$ cat config.mk
export PLATFORM = sky130hd
export DESIGN_NAME = rbcd_top
export DESIGN_NICKNAME = d
export VERILOG_FILES = /design/src/rbcd_pkg.sv /design/src/rbcd_top.sv
export SDC_FILE = /design/constraint.sdc
export NUM_CORES = 1
export LEC_CHECK = 0
export BUFFER_PORTS_ARGS = -buffer_cell sky130_fd_sc_hd__buf_2
export CORE_MARGIN = 4
export CORE_UTILIZATION = 45
export CTS_CLUSTER_DIAMETER = 200
export DETAILED_ROUTE_END_ITERATION = 12
export MAX_ROUTING_LAYER = met4
export PLACE_DENSITY = 0.75
export SKIP_CTS_REPAIR_TIMING = 1
export SYNTH_ARGS = -nofsm -noshare
export SYNTH_HDL_FRONTEND = slang
export SYNTH_SLANG_ARGS = --single-unit
$ cat constraint.sdc
create_clock -name pclk -period 1.85 [get_ports pclk]
set_clock_uncertainty 0.05 [all_clocks]
set_input_delay 0.37 -clock pclk [delete_from_list [all_inputs] [get_ports pclk]]
set_output_delay 0.37 -clock pclk [all_outputs]
set_load 0.01 [all_outputs]
$ cat src/rbcd_pkg.sv
// constants, register map and types of the battery, century and defaults block
package rbcd_pkg;
    // ==========================================================
    // register byte addresses
    localparam logic [15:0] OFF_FLAGS    = 16'h1ff0;
    localparam logic [15:0] OFF_CTRL     = 16'h1ff4;
    localparam logic [15:0] OFF_WDOG     = 16'h1ff8;
    localparam logic [15:0] OFF_CLOCK    = 16'h1ffc;
    localparam logic [15:0] OFF_INT_STAT = 16'h1fe0;
    localparam logic [15:0] OFF_INT_MASK = 16'h1fe4;
    // ==========================================================
    // field positions
    localparam int FLAGS_BATT_LOW_POS = 4;
    localparam int FLAGS_ALARM_POS    = 6;
    localparam int CLOCK_CENT_EN_POS  = 5;
    localparam int CLOCK_CENT_BIT_POS = 4;
    localparam int INT_BATT_POS       = 0;
    localparam int INT_CENT_POS       = 1;
    localparam int INT_ALARM_POS      = 2;
    localparam int INT_WIDTH          = 3;
    localparam int SYNC_WIDTH         = 3;
    // ==========================================================
    // reset values
    localparam logic [7:0]           WDOG_RESET  = 8'h00;
    localparam logic [INT_WIDTH-1:0] INT_RESET   = 3'h0;
    localparam logic [31:0]          RDATA_RESET = 32'h0000_0000;

    // control bits, bit 0 upward: write hold, read hold, freq test, alarm en, backup alarm en
    typedef struct packed {
        logic alarm_in_backup_enable;
        logic alarm_flag_enable;
        logic frequency_test_enable;
        logic read_hold;
        logic write_hold;
    } rbcd_ctrl_t;

    typedef struct packed {
        logic       watchdog_steering;
        logic [4:0] watchdog_multiplier;
        logic [1:0] watchdog_resolution;
    } rbcd_wdog_t;

    localparam rbcd_ctrl_t CTRL_RESET = 5'h00;
endpackage

$ cat src/rbcd_top.sv
// battery monitor, century bit and power-up defaults with an apb register slave

module rbcd_top
    import rbcd_pkg::*;
(
    input  wire logic        pclk,
    input  wire logic        presetn,
    input  wire logic        psel,
    input  wire logic        penable,
    input  wire logic        pwrite,
    input  wire logic [15:0] paddr,
    input  wire logic [31:0] pwdata,
    output logic      [31:0] prdata,
    output logic             pready,
    output logic             pslverr,
    input  wire logic        batt_low_pin,
    input  wire logic        supply_ok_pin,
    input  wire logic        osc_run_pin,
    input  wire logic        day_rollover,
    input  wire logic        century_rollover,
    input  wire logic        alarm_match,
    input  wire logic        power_down,
    output logic             alarm_irq_o,
    output logic             alarm_irq_oe_n,
    output logic             irq
);
    // ==========================================================
    // pin synchronisers
    // async levels: only the second stage is read by logic
    logic [SYNC_WIDTH-1:0] sync1_reg;
    logic [SYNC_WIDTH-1:0] sync2_reg;
    wire  [SYNC_WIDTH-1:0] pins_in = {osc_run_pin, supply_ok_pin, batt_low_pin};

    genvar gi;
    generate
        for (gi = 0; gi < SYNC_WIDTH; gi++) begin : g_sync
            always_ff @(posedge pclk or negedge presetn) begin
                if (!presetn) begin
                    sync1_reg[gi] <= 1'b0;
                    sync2_reg[gi] <= 1'b0;
                end else begin
                    sync1_reg[gi] <= pins_in[gi];
                    sync2_reg[gi] <= sync1_reg[gi];
                end
            end
        end
    endgenerate

    wire batt_low_s = sync2_reg[0];
    wire supply_ok  = sync2_reg[1];
    wire osc_run    = sync2_reg[2];

    // ==========================================================
    // apb decode
    wire setup     = psel & ~penable;
    wire access    = psel & penable;
    wire wr_acc    = access & pwrite;
    wire rd_acc    = access & ~pwrite;
    wire sel_flags = (paddr == OFF_FLAGS);
    wire sel_ctrl  = (paddr == OFF_CTRL);
    wire sel_wdog  = (paddr == OFF_WDOG);
    wire sel_clock = (paddr == OFF_CLOCK);
    wire sel_stat  = (paddr == OFF_INT_STAT);
    wire sel_mask  = (paddr == OFF_INT_MASK);
    wire hit       = sel_flags | sel_ctrl | sel_wdog | sel_clock | sel_stat | sel_mask;

    // one write strobe per writable register, from the access phase only; the read capture strobe comes from setup
    wire wr_ctrl   = wr_acc & sel_ctrl;
    wire wr_wdog   = wr_acc & sel_wdog;
    wire wr_clock  = wr_acc & sel_clock;
    wire wr_stat   = wr_acc & sel_stat;
    wire wr_mask   = wr_acc & sel_mask;
    wire rd_setup  = setup & ~pwrite;

    // every register answers in its single access cycle
    assign pready  = 1'b1;
    // raised in the access phase only, never during setup
    assign pslverr = access & ~hit;

    // ==========================================================
    // battery monitor
    logic bl_reg;
    logic bl_next;
    logic chk_pend_reg;
    logic chk_pend_next;

    // only monitored with main supply up and the oscillator running
    wire powered_run = supply_ok & osc_run;
    wire do_check    = (chk_pend_reg | day_rollover) & powered_run;
    wire batt_fail   = do_check & batt_low_s;

    // flags register is read-only, so no bus path reaches bl_reg
    assign bl_next       = do_check ? batt_low_s : bl_reg;
    assign chk_pend_next = chk_pend_reg & ~powered_run;

    always_ff @(posedge pclk or negedge presetn) begin
        if (!presetn) begin
            bl_reg <= 1'b0;
        end else begin
            bl_reg <= bl_next;
        end
    end

    // re-armed only by reset, which stands for power-up
    always_ff @(posedge pclk or negedge presetn) begin
        if (!presetn) begin
            chk_pend_reg <= 1'b1;
        end else begin
            chk_pend_reg <= chk_pend_next;
        end
    end

    // ==========================================================
    // alarm flag and its open-drain pin
    logic af_reg;
    logic af_next;
    wire  flags_rd = rd_acc & sel_flags;

    // a new match in the clearing cycle survives
    assign af_next = alarm_match | (af_reg & ~flags_rd);

    always_ff @(posedge pclk or negedge presetn) begin
        if (!presetn) begin
            af_reg <= 1'b0;
        end else begin
            af_reg <= af_next;
        end
    end

    // ==========================================================
    // control and watchdog bits
    rbcd_ctrl_t ctrl_reg;
    rbcd_ctrl_t ctrl_next;
    rbcd_wdog_t wdog_reg;
    rbcd_wdog_t wdog_next;
    rbcd_ctrl_t ctrl_pd;

    // power-down keeps only the two alarm enables
    assign ctrl_pd = '{alarm_in_backup_enable: ctrl_reg.alarm_in_backup_enable,
                       alarm_flag_enable:      ctrl_reg.alarm_flag_enable,
                       default:                1'b0};

    // power-down wins over a write in the same cycle
    always_comb begin
        ctrl_next = ctrl_reg;
        if (power_down) begin
            ctrl_next = ctrl_pd;
        end else if (wr_ctrl) begin
            ctrl_next = rbcd_ctrl_t'(pwdata[4:0]);
        end
    end

    always_comb begin
        wdog_next = wdog_reg;
        if (power_down) begin
            wdog_next = rbcd_wdog_t'(WDOG_RESET);
        end else if (wr_wdog) begin
            wdog_next = rbcd_wdog_t'(pwdata[7:0]);
        end
    end

    always_ff @(posedge pclk or negedge presetn) begin
        if (!presetn) begin
            ctrl_reg <= CTRL_RESET;
        end else begin
            ctrl_reg <= ctrl_next;
        end
    end

    always_ff @(posedge pclk or negedge presetn) begin
        if (!presetn) begin
            wdog_reg <= rbcd_wdog_t'(WDOG_RESET);
        end else begin
            wdog_reg <= wdog_next;
        end
    end

    // open-drain data fixed low; only the enable moves
    assign alarm_irq_o    = 1'b0;
    assign alarm_irq_oe_n = ~(af_reg & ctrl_reg.alarm_flag_enable);

    // ==========================================================
    // clock register: battery-backed, untouched by reset
    // no reset on purpose: contents start unknown on first power-up
    logic [7:0] clock_reg;
    logic [7:0] clock_next;
    logic [7:0] clock_wr;
    wire        clock_we = wr_clock;
    wire        cent_en  = clock_reg[CLOCK_CENT_EN_POS];
    wire        cent_tog = century_rollover & cent_en;

    // a rollover in a write cycle toggles the bit as written, or the kept old bit when write hold is clear
    always_comb begin
        clock_wr = clock_reg;
        if (clock_we) begin
            clock_wr = pwdata[7:0];
            if (!ctrl_reg.write_hold) begin
                clock_wr[CLOCK_CENT_BIT_POS] = clock_reg[CLOCK_CENT_BIT_POS];
            end
        end
        clock_next = clock_wr;
        if (cent_tog) begin
            clock_next[CLOCK_CENT_BIT_POS] = ~clock_wr[CLOCK_CENT_BIT_POS];
        end
    end

    always_ff @(posedge pclk) begin
        clock_reg <= clock_next;
    end

    // ==========================================================
    // interrupt status and mask
    logic [INT_WIDTH-1:0] stat_reg;
    logic [INT_WIDTH-1:0] stat_next;
    logic [INT_WIDTH-1:0] mask_reg;
    logic [INT_WIDTH-1:0] mask_next;
    wire  [INT_WIDTH-1:0] events = {alarm_match, cent_tog, batt_fail};
    wire  [INT_WIDTH-1:0] w1c    = wr_stat ? pwdata[INT_WIDTH-1:0] : INT_RESET;

    // one sticky bit per event; set wins over a clear in the same cycle
    generate
        for (gi = 0; gi < INT_WIDTH; gi++) begin : g_stat
            assign stat_next[gi] = events[gi] | (stat_reg[gi] & ~w1c[gi]);
        end
    endgenerate

    assign mask_next = wr_mask ? pwdata[INT_WIDTH-1:0] : mask_reg;

    always_ff @(posedge pclk or negedge presetn) begin
        if (!presetn) begin
            stat_reg <= INT_RESET;
        end else begin
            stat_reg <= stat_next;
        end
    end

    always_ff @(posedge pclk or negedge presetn) begin
        if (!presetn) begin
            mask_reg <= INT_RESET;
        end else begin
            mask_reg <= mask_next;
        end
    end

    // level output: stays up until the bit is cleared or masked off
    assign irq = |(stat_reg & mask_reg);

    // ==========================================================
    // read data, captured in the setup cycle
    logic [31:0] prdata_reg;
    logic [31:0] rd_mux;
    logic [7:0]  flags_val;

    always_comb begin
        flags_val = 8'h00;
        flags_val[FLAGS_BATT_LOW_POS] = bl_reg;
        flags_val[FLAGS_ALARM_POS]    = af_reg;
    end

    // capture before the access edge, so a clearing read still shows the old flag
    // holes read as zero
    always_comb begin
        rd_mux = RDATA_RESET;
        if (sel_flags) begin
            rd_mux = {24'h00_0000, flags_val};
        end else if (sel_ctrl) begin
            rd_mux = {27'h000_0000, ctrl_reg};
        end else if (sel_wdog) begin
            rd_mux = {24'h00_0000, wdog_reg};
        end else if (sel_clock) begin
            rd_mux = {24'h00_0000, clock_reg};
        end else if (sel_stat) begin
            rd_mux = {29'h000_0000, stat_reg};
        end else if (sel_mask) begin
            rd_mux = {29'h000_0000, mask_reg};
        end
    end

    always_ff @(posedge pclk or negedge presetn) begin
        if (!presetn) begin
            prdata_reg <= RDATA_RESET;
        end else if (rd_setup) begin
            prdata_reg <= rd_mux;
        end
    end

    assign prdata = prdata_reg;
endmodule // rbcd_top

==> metrics.txt <==
Tightest Hold Check Type input pin to async pin; estimated wirelength of the detail-placed design 3.89 mm; max-cap violation count 0; final worst slack roughly 70 ps; Total Routing Usage GR between 10% and 20%; global-route wire length before repair 8.34 mm; crit path buf inv count 4; R2R Setup Slk 560 ps; CP Launch Type input pin; CP max-delay cell nand4_1; Setup CP Type input pin to output pin; switching power total 467 uW; placed inst area about 0.0027 mm^2; Max Fanout on Critical Path 3; Required @ worst endpoint 1430 ps; dpl ws -297 ps; cell count of the worst reg-to-reg path 3; number of global-route vias before repair 1,772; DRT antenna net count 0; sequential share of power 51.8%; clk buf depth 2; I/O Pins 97; Critical Path AT between 1000 and 1500 ps; layout overhead on the synthesized area 28.2%; syn_area_per_cell approximately 10 um^2; gpl congestion ~0.86; worst skew pair latency 300 ps; TritonCTS clock tree done; Slew Viols, Final 0; core area about 0.0048 mm^2; layout cells sized above 1 35.2%; ys async rst share 81.8%; vias 1,813; Design Power ~2000 uW; Comb pwr share 11.5%; min Tclk post-route 1780 ps; period utilisation layout between 90 and 100%; antenna violations before repair 0; root buffer cell clkbuf_8; Fin. Hold Viols 0; Power per Cell Area 684 mW/mm^2; largest net degree at the start of global routing 37; Critical R2R Launch ctrl_reg[0]; Routed WL per cell between 10 and 15 um; final setup vio count 0; Synth cell types 46; CP peak stage delay 150 ps; RR Endpoint prdata[0]; # rows 25; die width 78.7 um; cell-internal power approximately 1500 uW; f_max 562 MHz; Die Y 78.7 um; crit-path leading delay family buffers and inverters; CTS H-Tree Depth 2; Worst-path clk slew roughly 80 ps; Port Buffers 46; EDFF count, synth 7; gr ovfl total 0; Starting DRT DRC Count 86; Clock Power Share a little under two fifths; Total Die Area ~0.0062 mm^2; Max IR drop VDD 0.644 mV; CP Cell Sequence buf_2 -> buf_4 -> buf_4 -> nor2_1 -> nand4_1 -> a21oi_1 -> nor2_1 -> buf_2; run status complete, no violations; DRT Pass-1 Iters 4; total number of yosys warnings 0; # clock sinks 44; synthesized flop and latch total 44; cell count after synthesis 220; Sw Share between 20% and 30%; Via-to-Cell Ratio 4.97; Initial Util 47.0%; ys flop type dfrtp_1; RSZ-0062 raised after global routing true; Static Leak 0.00136 uW; cell area after synthesis ~0.0022 mm^2; Routed WL 5.20 mm; TritonCTS Buffers 5; sequential fraction of the synthesis area 50.4%; Worst Setup End Kind output pin; drt drc 0; diodes inserted 0; finished layout cell area 0.00288 mm^2; nets 357
metrics by stage:
stage	util, %	cells	hold WS [ps]	TNS (ps)
after floorplan	-	244	24.4	-1520
after global placement	56.5	356	283	-5810
after detailed placement	56.5	356	285	-6240
after CTS	58.9	364	70.7	-11.6
after global routing	60.2	365	90.5	-44.9
final	60.2	365	51.9	0
worst register-to-register path: stages, from the launching register on:
cell     delay (ps)
dfrtp_1         410
nor4_1          320
o32ai_1         130
mux2_2          270
routing by layer:
metal	GRT usage, %	routed length (um)	vias to the layer above
li1	-	-	878
met4	6.12	97	0
met1	22.3	2290	869
met3	3.10	307	8
met2	28.9	2500	58
met5	-	0	-
placed cells by master (no fill, tap or decap), drive strengths merged, types with 2 or more instances in the layout:
cell,n
a21o,4
a21oi,13
a31oi,2
and2,2
buf,80
clkbuf,5
conb,26
dfrtp,35
edfxtp,7
inv,5
mux2,6
mux2i,13
nand2,29
nand3,3
nand4,7
nor2,13
nor3,6
nor3b,3
nor4,3
o211ai,2
o21ai,5
o22a,2
o31ai,2
or3,2
or3b,2
worst max-delay path by stage:
stage | to | cells past startpoint | slack (ps) | startpoint
2_1_floorplan | wdog_reg[0] | 7 | -190 | paddr[15]
3_3_place_gp | wdog_reg[2] | 6 | -290 | paddr[15]
3_5_place_dp | wdog_reg[5] | 6 | -300 | paddr[15]
4_1_cts | pslverr | 8 | -10 | paddr[15]
5_1_grt | pslverr | 8 | -40 | paddr[14]
6_report | pslverr | 8 | 70 | paddr[0]
cells in the mapped netlist, types with 4 or more instances:
cell / number / share of area (%)
o21ai_0: 5 / 1.1
inv_1: 5 / 0.83
mux2i_1: 13 / 5.8
mux2_2: 6 / 3.0
nor2_1: 13 / 2.2
nand2_1: 29 / 4.8
a21oi_1: 13 / 2.9
nand4_1: 7 / 1.9
a21o_1: 4 / 1.3
clkbuf_1: 6 / 1.0
nor3_1: 5 / 1.1
dfrtp_1: 35 / 39
edfxtp_1: 7 / 9.3
buf_4: 26 / 8.7
power by group through the flow:
stage                     logic [uW]  clock network, uW  registers, uW
after detailed placement         215                  0           1040
after global routing             251                775           1030
after floorplan                  134                  0           1040
after global placement           211                  0           1040
final                            226                724           1020
after CTS                        216                739           1020
cells by family after synthesis:
family | share of synthesized area (%)
buffers and inverters | 11.5
xor gates and xnor gates | 0.390
other | 0.334
AOI/OAI and AO/OA | 9.85
and+or+nand+nor | 18.8
muxes | 8.79
DFF | 50.4
layout make-up:
class,instances,area [um^2]
Tap cell,67,83.8
Sequential cell,44,1130
Clock buffer,5,68.8
Timing Repair Buffer,80,538
Fill cell,420,1900
Multi-Input combinational cell,161,997
Clock inverter,3,42.5
Inverter,5,18.8
(Power assumes the default switching activity.)
